===== src/rtl/dbl_int_pkg.sv =====
package dbl_int_pkg;

  // ==========================================================
  // Operation codes
  typedef enum logic [3:0] {
    OP_ADD    = 4'h0,
    OP_SUB    = 4'h1,
    OP_RSUB   = 4'h2,
    OP_NEG    = 4'h3,
    OP_INC    = 4'h4,
    OP_DEC    = 4'h5,
    OP_MINC   = 4'h6,
    OP_MDEC   = 4'h7,
    OP_CMP    = 4'h8,
    OP_MUL    = 4'h9,
    OP_DIV    = 4'hA,
    OP_RDIV   = 4'hB
  } dbl_op_e;

  // ==========================================================
  // Constants
  localparam logic [31:0] SAT_VALUE     = 32'h7FFF_FFFF;
  localparam logic [31:0] MOST_NEG      = 32'h8000_0000;
  localparam logic [31:0] ONE32         = 32'h0000_0001;
  localparam logic [31:0] ZERO32        = 32'h0000_0000;
  localparam logic [2:0]  CMP_EQ_OFS    = 3'h2;
  localparam logic [2:0]  CMP_LT_OFS    = 3'h3;
  localparam logic [2:0]  CMP_GT_OFS    = 3'h4;
  localparam logic [2:0]  NEXT_OFS      = 3'h1;
  localparam logic [2:0]  SKIP_OFS      = 3'h2;
  localparam logic [5:0]  DIV_STEPS     = 6'h20;

  // ==========================================================
  // Request and answer carriers
  typedef struct packed {
    dbl_op_e     op;
    logic [15:0] acc_a;
    logic [15:0] acc_b;
    logic [15:0] memory_operand_hi;
    logic [15:0] memory_operand_lo;
    logic        ext;
  } dbl_req_s;

  typedef struct packed {
    logic [15:0] acc_a;
    logic [15:0] acc_b;
    logic [15:0] mem_hi;
    logic [15:0] mem_lo;
    logic        mem_we;
    logic        ovf;
    logic        ovf_we;
    logic        ext;
    logic [2:0]  pc_ofs;
  } dbl_rsp_s;

endpackage : dbl_int_pkg


===== src/rtl/double_integer_arith_unit.sv =====
// Function
// - Accumulator pair is signed 32-bit, A high
// - Memory operand: first word high, next low
// - Overflow cleared at start, set on overflow; compare leaves it
// - Extend flag is never cleared
// - Add: sum, overflow, extend on carry
// - Subtract: difference, overflow, extend on borrow
// - Reverse subtract: operand minus pair
// - Memory decrement, write back, skip zero
// - Memory increment, write back, skip zero
// - Negate; most negative stays itself with overflow; zero sets extend
// - Compare returns P+2, P+3, P+4
// - Increment wraps with overflow, extend
// - Decrement wraps with overflow, extend
// - Divide saturates on overflow or zero divisor
// - Reverse divide saturates likewise
// - Multiply saturates on 32-bit overflow
module double_integer_arith_unit (
  input  wire logic                 core_clk,
  input  wire logic                 rst_n,
  input  wire logic                 start,
  input  wire dbl_int_pkg::dbl_req_s req,
  output logic                      busy,
  output logic                      done,
  output dbl_int_pkg::dbl_rsp_s     rsp
);

  // ==========================================================
  // Helpers
  // Magnitude for the divider; the most negative value maps to 2^31
  function automatic logic [31:0] abs32(input logic [31:0] v);
    abs32 = v[31] ? (~v + 32'h1) : v;
  endfunction : abs32

  function automatic logic [31:0] neg32(input logic [31:0] v);
    neg32 = ~v + 32'h1;
  endfunction : neg32

  // ==========================================================
  // Operand assembly
  // A and the first memory word carry the upper halves
  logic [31:0] pair;
  logic [31:0] memory_operand;
  assign pair = {req.acc_a, req.acc_b};
  assign memory_operand = {req.memory_operand_hi, req.memory_operand_lo};

  // ==========================================================
  // Single-cycle arithmetic
  logic [32:0] add_w;
  logic [32:0] sub_w;
  logic [32:0] rsub_w;
  logic [31:0] neg_w;
  logic [31:0] inc_w;
  logic [31:0] dec_w;
  logic [31:0] minc_w;
  logic [31:0] mdec_w;
  logic        add_ovf;
  logic        sub_ovf;
  logic        rsub_ovf;
  logic        cmp_lt;
  logic [63:0] prod_w;
  logic [63:0] pair_sx;
  logic [63:0] memory_operand_sx;
  logic        mul_ovf;

  assign add_w    = {1'b0, pair} + {1'b0, memory_operand};
  assign sub_w    = {1'b0, pair} - {1'b0, memory_operand};
  assign rsub_w   = {1'b0, memory_operand} - {1'b0, pair};
  // Add overflows when both inputs share a sign that the result lacks; subtracts when the signs differ and the result lacks the minuend's sign
  assign add_ovf  = (pair[31] == memory_operand[31]) && (add_w[31] != pair[31]);
  assign sub_ovf  = (pair[31] != memory_operand[31]) && (sub_w[31] != pair[31]);
  assign rsub_ovf = (pair[31] != memory_operand[31]) && (rsub_w[31] != memory_operand[31]);
  assign neg_w    = neg32(pair);
  assign inc_w    = pair + dbl_int_pkg::ONE32;
  assign dec_w    = pair - dbl_int_pkg::ONE32;
  assign minc_w   = memory_operand + dbl_int_pkg::ONE32;
  assign mdec_w   = memory_operand - dbl_int_pkg::ONE32;
  // Signed order decides less and greater
  assign cmp_lt   = $signed(pair) < $signed(memory_operand);
  // Operands are sign-extended first so that no product bit is lost
  assign pair_sx  = {{32{pair[31]}}, pair};
  assign memory_operand_sx  = {{32{memory_operand[31]}}, memory_operand};
  assign prod_w   = pair_sx * memory_operand_sx;
  // Product fits only if the top 33 bits agree in sign
  assign mul_ovf  = !((&prod_w[63:31]) || !(|prod_w[63:31]));

  // ==========================================================
  // Divider setup: dividend and divisor by operation
  logic [31:0] dvd_s;
  logic [31:0] dvs_s;
  logic        q_neg;
  logic        div_zero;
  logic        div_min_ovf;
  logic        is_div;
  logic        is_rdiv;
  logic        div_early;
  assign is_rdiv     = (req.op == dbl_int_pkg::OP_RDIV);
  assign is_div      = (req.op == dbl_int_pkg::OP_DIV) || is_rdiv;
  assign dvd_s       = is_rdiv ? memory_operand : pair;
  assign dvs_s       = is_rdiv ? pair : memory_operand;
  assign q_neg       = dvd_s[31] ^ dvs_s[31];
  assign div_zero    = (dvs_s == dbl_int_pkg::ZERO32);
  // Only most negative over minus one leaves the 32-bit range
  assign div_min_ovf = (dvd_s == dbl_int_pkg::MOST_NEG) && (dvs_s == ~dbl_int_pkg::ZERO32);
  // Early saturation skips the step loop entirely
  assign div_early   = div_zero || div_min_ovf;

  // ==========================================================
  // Combinational answer for one-cycle operations
  dbl_int_pkg::dbl_rsp_s fast_rsp;
  logic [31:0]           res_w;
  logic                  ovf_w;
  logic                  ext_set;
  logic                  mem_we_w;
  logic [2:0]            ofs_w;
  logic                  ovf_keep;

  always_comb begin
    res_w    = pair;
    // Overflow starts cleared and is set only by the operation
    ovf_w    = 1'b0;
    ext_set  = 1'b0;
    mem_we_w = 1'b0;
    ofs_w    = dbl_int_pkg::NEXT_OFS;
    ovf_keep = 1'b0;
    unique case (req.op)
      dbl_int_pkg::OP_ADD: begin
        res_w   = add_w[31:0];
        ovf_w   = add_ovf;
        ext_set = add_w[32];
      end
      dbl_int_pkg::OP_SUB: begin
        res_w   = sub_w[31:0];
        ovf_w   = sub_ovf;
        ext_set = sub_w[32];
      end
      dbl_int_pkg::OP_RSUB: begin
        res_w   = rsub_w[31:0];
        ovf_w   = rsub_ovf;
        ext_set = rsub_w[32];
      end
      dbl_int_pkg::OP_NEG: begin
        res_w   = neg_w;
        ovf_w   = (pair == dbl_int_pkg::MOST_NEG);
        ext_set = (pair == dbl_int_pkg::ZERO32);
      end
      dbl_int_pkg::OP_INC: begin
        res_w   = inc_w;
        ovf_w   = (pair == dbl_int_pkg::SAT_VALUE);
        ext_set = (inc_w == dbl_int_pkg::ZERO32);
      end
      dbl_int_pkg::OP_DEC: begin
        res_w   = dec_w;
        ovf_w   = (pair == dbl_int_pkg::MOST_NEG);
        ext_set = (pair == dbl_int_pkg::ZERO32);
      end
      dbl_int_pkg::OP_MINC: begin
        res_w    = minc_w;
        mem_we_w = 1'b1;
        ofs_w    = (minc_w == dbl_int_pkg::ZERO32) ? dbl_int_pkg::SKIP_OFS : dbl_int_pkg::NEXT_OFS;
      end
      dbl_int_pkg::OP_MDEC: begin
        res_w    = mdec_w;
        mem_we_w = 1'b1;
        ofs_w    = (mdec_w == dbl_int_pkg::ZERO32) ? dbl_int_pkg::SKIP_OFS : dbl_int_pkg::NEXT_OFS;
      end
      dbl_int_pkg::OP_CMP: begin
        // Compare answers through the resume offset only
        ovf_keep = 1'b1;
        if (pair == memory_operand) begin
          ofs_w = dbl_int_pkg::CMP_EQ_OFS;
        end else if (cmp_lt) begin
          ofs_w = dbl_int_pkg::CMP_LT_OFS;
        end else begin
          ofs_w = dbl_int_pkg::CMP_GT_OFS;
        end
      end
      dbl_int_pkg::OP_MUL: begin
        res_w = mul_ovf ? dbl_int_pkg::SAT_VALUE : prod_w[31:0];
        ovf_w = mul_ovf;
      end
      default: begin
        // Unused codes return the pair with overflow cleared
        res_w = pair;
      end
    endcase
  end

  always_comb begin
    fast_rsp        = '0;
    // Memory-writing operations leave the pair untouched
    fast_rsp.acc_a  = mem_we_w ? req.acc_a : res_w[31:16];
    fast_rsp.acc_b  = mem_we_w ? req.acc_b : res_w[15:0];
    fast_rsp.mem_hi = mem_we_w ? res_w[31:16] : req.memory_operand_hi;
    fast_rsp.mem_lo = mem_we_w ? res_w[15:0] : req.memory_operand_lo;
    fast_rsp.mem_we = mem_we_w;
    fast_rsp.ovf    = ovf_w;
    fast_rsp.ovf_we = !ovf_keep;
    // Extend is only ever ORed in, never cleared
    fast_rsp.ext    = req.ext | ext_set;
    fast_rsp.pc_ofs = ofs_w;
  end

  // ==========================================================
  // Divider: restoring, one quotient bit per cycle
  // Gray codes along idle, step, finish
  typedef enum logic [1:0] {
    ST_IDLE = 2'b00,
    ST_DIV  = 2'b01,
    ST_FIN  = 2'b11
  } div_state_e;

  div_state_e  st_q;
  div_state_e  st_d;
  logic [31:0] rem_q;
  logic [31:0] quo_q;
  logic [31:0] dvs_q;
  logic [5:0]  cnt_q;
  logic        qneg_q;
  logic        ext_hold_q;
  logic [15:0] mhi_q;
  logic [15:0] mlo_q;
  logic [32:0] trial_w;
  logic [31:0] shrem_w;
  logic        quo_ovf;
  logic [31:0] quo_signed;
  logic        div_go;
  logic        fast_go;
  logic        step_last;
  logic        st_step;
  logic        st_fin;

  // A start during a divide is dropped without notice
  assign div_go     = start && !busy && is_div;
  assign fast_go    = start && !busy && !is_div;
  assign st_step    = (st_q == ST_DIV);
  assign st_fin     = (st_q == ST_FIN);
  assign step_last  = (cnt_q == dbl_int_pkg::DIV_STEPS - 6'h1);
  // Dividend bits enter the remainder from the top of quo_q
  assign shrem_w    = {rem_q[30:0], quo_q[31]};
  assign trial_w    = {1'b0, shrem_w} - {1'b0, dvs_q};
  // A positive quotient of 2^31 cannot be represented
  assign quo_ovf    = !qneg_q && quo_q[31];
  // Truncation toward zero: the sign is put back after the loop
  assign quo_signed = qneg_q ? neg32(quo_q) : quo_q;

  // ==========================================================
  // Divider sequencing
  always_comb begin
    st_d = st_q;
    unique case (st_q)
      ST_IDLE: begin
        if (div_go && div_early) begin
          st_d = ST_FIN;
        end else if (div_go) begin
          st_d = ST_DIV;
        end
      end
      ST_DIV: begin
        if (step_last) begin
          st_d = ST_FIN;
        end
      end
      ST_FIN:  st_d = ST_IDLE;
      default: st_d = ST_IDLE;
    endcase
  end

  logic sat_q;

  always_ff @(posedge core_clk) begin
    if (!rst_n) begin
      st_q       <= ST_IDLE;
      rem_q      <= '0;
      quo_q      <= '0;
      dvs_q      <= '0;
      cnt_q      <= '0;
      qneg_q     <= 1'b0;
      sat_q      <= 1'b0;
      ext_hold_q <= 1'b0;
      mhi_q      <= '0;
      mlo_q      <= '0;
    end else begin
      st_q <= st_d;
      // Operands are latched so req may change while busy
      if (div_go) begin
        rem_q      <= '0;
        quo_q      <= abs32(dvd_s);
        dvs_q      <= abs32(dvs_s);
        cnt_q      <= '0;
        qneg_q     <= q_neg;
        sat_q      <= div_early;
        ext_hold_q <= req.ext;
        mhi_q      <= req.memory_operand_hi;
        mlo_q      <= req.memory_operand_lo;
      end else if (st_step) begin
        // The remainder stays below the divisor, so its top bit is never lost
        cnt_q <= cnt_q + 6'h1;
        rem_q <= trial_w[32] ? shrem_w : trial_w[31:0];
        quo_q <= {quo_q[30:0], !trial_w[32]};
      end
    end
  end

  // ==========================================================
  // Answer registers
  logic                  div_sat;
  dbl_int_pkg::dbl_rsp_s div_rsp;
  assign div_sat = sat_q || quo_ovf;

  always_comb begin
    div_rsp        = '0;
    div_rsp.acc_a  = div_sat ? dbl_int_pkg::SAT_VALUE[31:16] : quo_signed[31:16];
    div_rsp.acc_b  = div_sat ? dbl_int_pkg::SAT_VALUE[15:0] : quo_signed[15:0];
    // Memory words go back unchanged; no write is asked
    div_rsp.mem_hi = mhi_q;
    div_rsp.mem_lo = mlo_q;
    div_rsp.ovf    = div_sat;
    div_rsp.ovf_we = 1'b1;
    div_rsp.ext    = ext_hold_q;
    div_rsp.pc_ofs = dbl_int_pkg::NEXT_OFS;
  end

  // ==========================================================
  // Output flip-flops
  always_ff @(posedge core_clk) begin
    if (!rst_n) begin
      done <= 1'b0;
      busy <= 1'b0;
      rsp  <= '0;
    end else begin
      // busy falls on the edge that raises done, so a new start lines up
      done <= fast_go || st_fin;
      busy <= (st_d != ST_IDLE);
      if (fast_go) begin
        rsp <= fast_rsp;
      end else if (st_fin) begin
        rsp <= div_rsp;
      end
    end
  end

endmodule : double_integer_arith_unit


===== config.mk =====
export PLATFORM = sky130hd
export DESIGN_NAME = double_integer_arith_unit
export DESIGN_NICKNAME = d
export VERILOG_FILES = /design/src/rtl/dbl_int_pkg.sv /design/src/rtl/double_integer_arith_unit.sv
export SDC_FILE = /design/constraint.sdc
export NUM_CORES = 2
export LEC_CHECK = 0
export ABC_AREA = 0
export BUFFER_PORTS_ARGS = -buffer_cell sky130_fd_sc_hd__buf_2
export CAP_MARGIN = 10
export CORE_MARGIN = 2
export CORE_UTILIZATION = 44
export CTS_BUF_LIST = sky130_fd_sc_hd__clkbuf_8
export DETAILED_ROUTE_END_ITERATION = 8
export PLACE_DENSITY = 0.67
export SLEW_MARGIN = 15
export SYNTH_ARGS = -nofsm -noshare
export SYNTH_HDL_FRONTEND = slang
export SYNTH_SLANG_ARGS = --single-unit

===== constraint.sdc =====
create_clock -name core_clk -period 32.5 [get_ports core_clk]
set_clock_uncertainty 0.1 [all_clocks]
set_input_delay 3.25 -clock core_clk [delete_from_list [all_inputs] [get_ports core_clk]]
set_output_delay 3.25 -clock core_clk [all_outputs]
set_load 0.02 [all_outputs]

==> results.yml <==
global_route:
  grt_remaining_overflow: 0
  grt_max_degree: 91
  grt_pass1_vias: 55902
  track_usage: 0.3813
  grt_pass1_wl_um: 380100
  antenna_found_initial: 21
yosys:
  syn_inst: 7345
  synth_edf_count: 0
  ys_warn_count: 0
  syn_area_um2: 58400
  synth_ff_type: "dfxtp_1"
  synth_nets: 8826
  ys_ff_latch: 211
  async_flop_share: 0
  syn_area_per_cell_um2: 7.951
  ys_types: 95
  yosysSeqAreaShare: 0.07233
setup_path:
  reg2regPathDepth: 16
  endpoint_kind: "flop"
  crit_fanout: 39
  cpMaxStageDelayCell: "a21oi_2"
  setup.worst_path.class: "in2reg"
  cp_common_cell: "fa_1"
  crit_path_max_incr_delay_ps: 710
  r2r-start: "quo_q[31]"
  crit_arrival_ps: 14680
  rrSetupSlack_ps: 28140
  reg2reg_to: "rem_q[12]"
  critPathRequiredTime_ps: 32960
  startpoint_type: "input port"
clock_network:
  htreeDepth: 1
  cts_tree: "yes"
  clk_pin_slew_ps: 90
  cts_max_path_buffers: 3
  cts_setup_buffers: 0
  numCtsBuffers: 28
  ctsRootBufferMaster: "clkbuf_8"
  cts.sinks: 211
  postCtsHoldBufs: 0
  cts_resized: 0
  insertion_delay_ps: 620
detailed_routing:
  wl_um: 263900
  drtPass1Iterations: 8
  final_antenna_net_count: 0
  via_count: 57343
  drcViolationCount: 0
  avgRoutedWirePerCell_um: 29.47
  vias_per_cell: 6.404
  drt-initial-drc-count: 8242
flow_run:
  max_cap_viol_count: 0
worst_hold_path:
  hold_end: "dvs_q[30]"
  hp-class: "reg2reg"
  hold_depth: 2
  min-delay-start: "dvs_q[30]"
timing:
  post-route-period-util: 0.4376
  rsz0062_at_grt: "no"
  hold_viol: 0
  fin_setup_tns_ps: 0
  maxSlewViolCount: 0
  fmax_mhz: 70.32
  fin_crit_ps: 14220
  tightest_slew_ps: 1367
  slew_headroom: 0.07667
  finalSetupViolations: 0
placement:
  routabilityCongestion: 1.055
  io_buffers: 144
  hpwl_um: 196700
outcome:
  status: "completed"
floorplanning:
  start_util: 0.4437
  die_y_um: 368.3
  die_w_um: 368.3
  core_area_um2: 131600
  die-area_um2: 135700
  rows: 133
  io_pins: 145
layout:
  layout.nets: 8646
  drive_above_1_share: 0.06276
  syn_to_final_growth_pct: 5.045
  fillerInstances: 13036
[flip-flops by register name (all words and copies together) (netlist names)]
register / flops
mlo_q: 16
done: 1
ext_hold_q: 1
dvs_q: 32
qneg_q: 1
sat_q: 1
cnt_q: 6
rem_q: 31
quo_q: 32
rsp: 71
mhi_q: 16
st_q: 2
busy: 1
[worst max path at each step]
stage	start	to	slack, ps
after CTS	req[64]	rsp[18]	18490
final	req[64]	rsp[18]	18280
after global routing	req[64]	rsp[18]	17800
after floorplan	req[64]	rsp[37]	19890
after detailed placement	req[64]	rsp[17]	17890
after global placement	req[64]	rsp[63]	18090
[layout make-up]
type	count	area, um^2	area share
Clock buffer	36	495.5	0.008076
Multi-Input combinational cell	5740	49030	0.7992
Clock inverter	15	132.6	0.002162
Timing Repair Buffer	309	1957	0.03190
Inverter	875	3284	0.05354
Sequential cell	211	4224	0.06885
Tap cell	1755	2196	0.03579
Antenna cell	13	32.53	0.0005303
[synthesized netlist by cell type, types with 35 or more instances]
master    instances  area, um^2
a311oi_1         35       306.5
o22ai_1          41       256.5
xnor2_1         192        1682
ha_1            323        4041
nand2_1        1051        3945
buf_1           129       484.2
inv_1           844        3168
nor3_1          144       720.7
clkbuf_1        368        1381
o221ai_1         38       332.8
o21ai_0         300        1501
a21oi_1         539        2698
o21bai_1         38       285.3
fa_1           1086       21740
a221oi_1         39       341.6
nand3_1         130       650.6
a21o_1           58       435.4
nor4_1           48       300.3
nor2_1          863        3239
a211oi_1         62       465.5
o211ai_1         41       307.8
nand4_1          61       381.6
a31oi_1          60       375.4
xor2_1           89       779.5
or3_1            36       225.2
dfxtp_1         211        4224
[cells by family after synthesis]
family / count (synthesis) / share of synthesized area
buf+inv: 1394 / 0.09039
compound gates: 1496 / 0.1631
xor+xnor: 281 / 0.04214
simple gates: 2520 / 0.1845
mux: 34 / 0.006042
fa+ha+maj: 1409 / 0.4415
flops: 211 / 0.07233
[cell usage in the layout, fill, tap and decap left out, types with 31 or more instances in the layout]
cell / count
o211ai_1: 41
buf_2: 145
buf_4: 164
nand2_1: 1049
o21bai_1: 38
o22ai_1: 41
a31oi_1: 60
nor2_1: 859
xnor2_1: 192
a21oi_1: 537
ha_1: 323
fa_1: 1086
nor2b_1: 31
nand4_1: 61
a221oi_1: 39
clkbuf_8: 36
or3_1: 36
nor3_1: 139
o21ai_0: 298
dfxtp_1: 211
a21o_1: 58
nor4_1: 46
o221ai_1: 38
inv_1: 838
a311oi_1: 35
and3_1: 31
nand2b_1: 33
xor2_1: 89
a211oi_1: 62
nand3_1: 129
[metrics by stage]
step,hold slack (ps),cell area (um^2),utilization,worst slack (ps),std cells
final,352.0,61350,0.4661,18280,8954
after global routing,368.5,61330,0.4659,17800,8945
after CTS,355.4,61310,0.4657,18490,8940
after detailed placement,344.0,60680,0.4610,17890,8889
after global placement,339.9,60680,0.4610,18090,8889
after floorplan,331.9,58400,-,19890,7345
[layer usage]
layer	up-vias	wire length, um	track usage
met3	1016	39620	0.1422
met1	28256	96640	0.4936
met5	-	154	0
met2	4361	106200	0.5344
li1	23686	-	-
met4	24	21270	0.2401
[worst max-delay path: cells and delay by family]
kind,cells,cell delay [ps]
buf+inv,9,2310
simple gates,8,2420
compound gates,5,1850
fa+ha+maj,9,4750
Power is not shown: default switching activity piles up to over one toggle a cycle in this logic, so the estimate is an artifact.
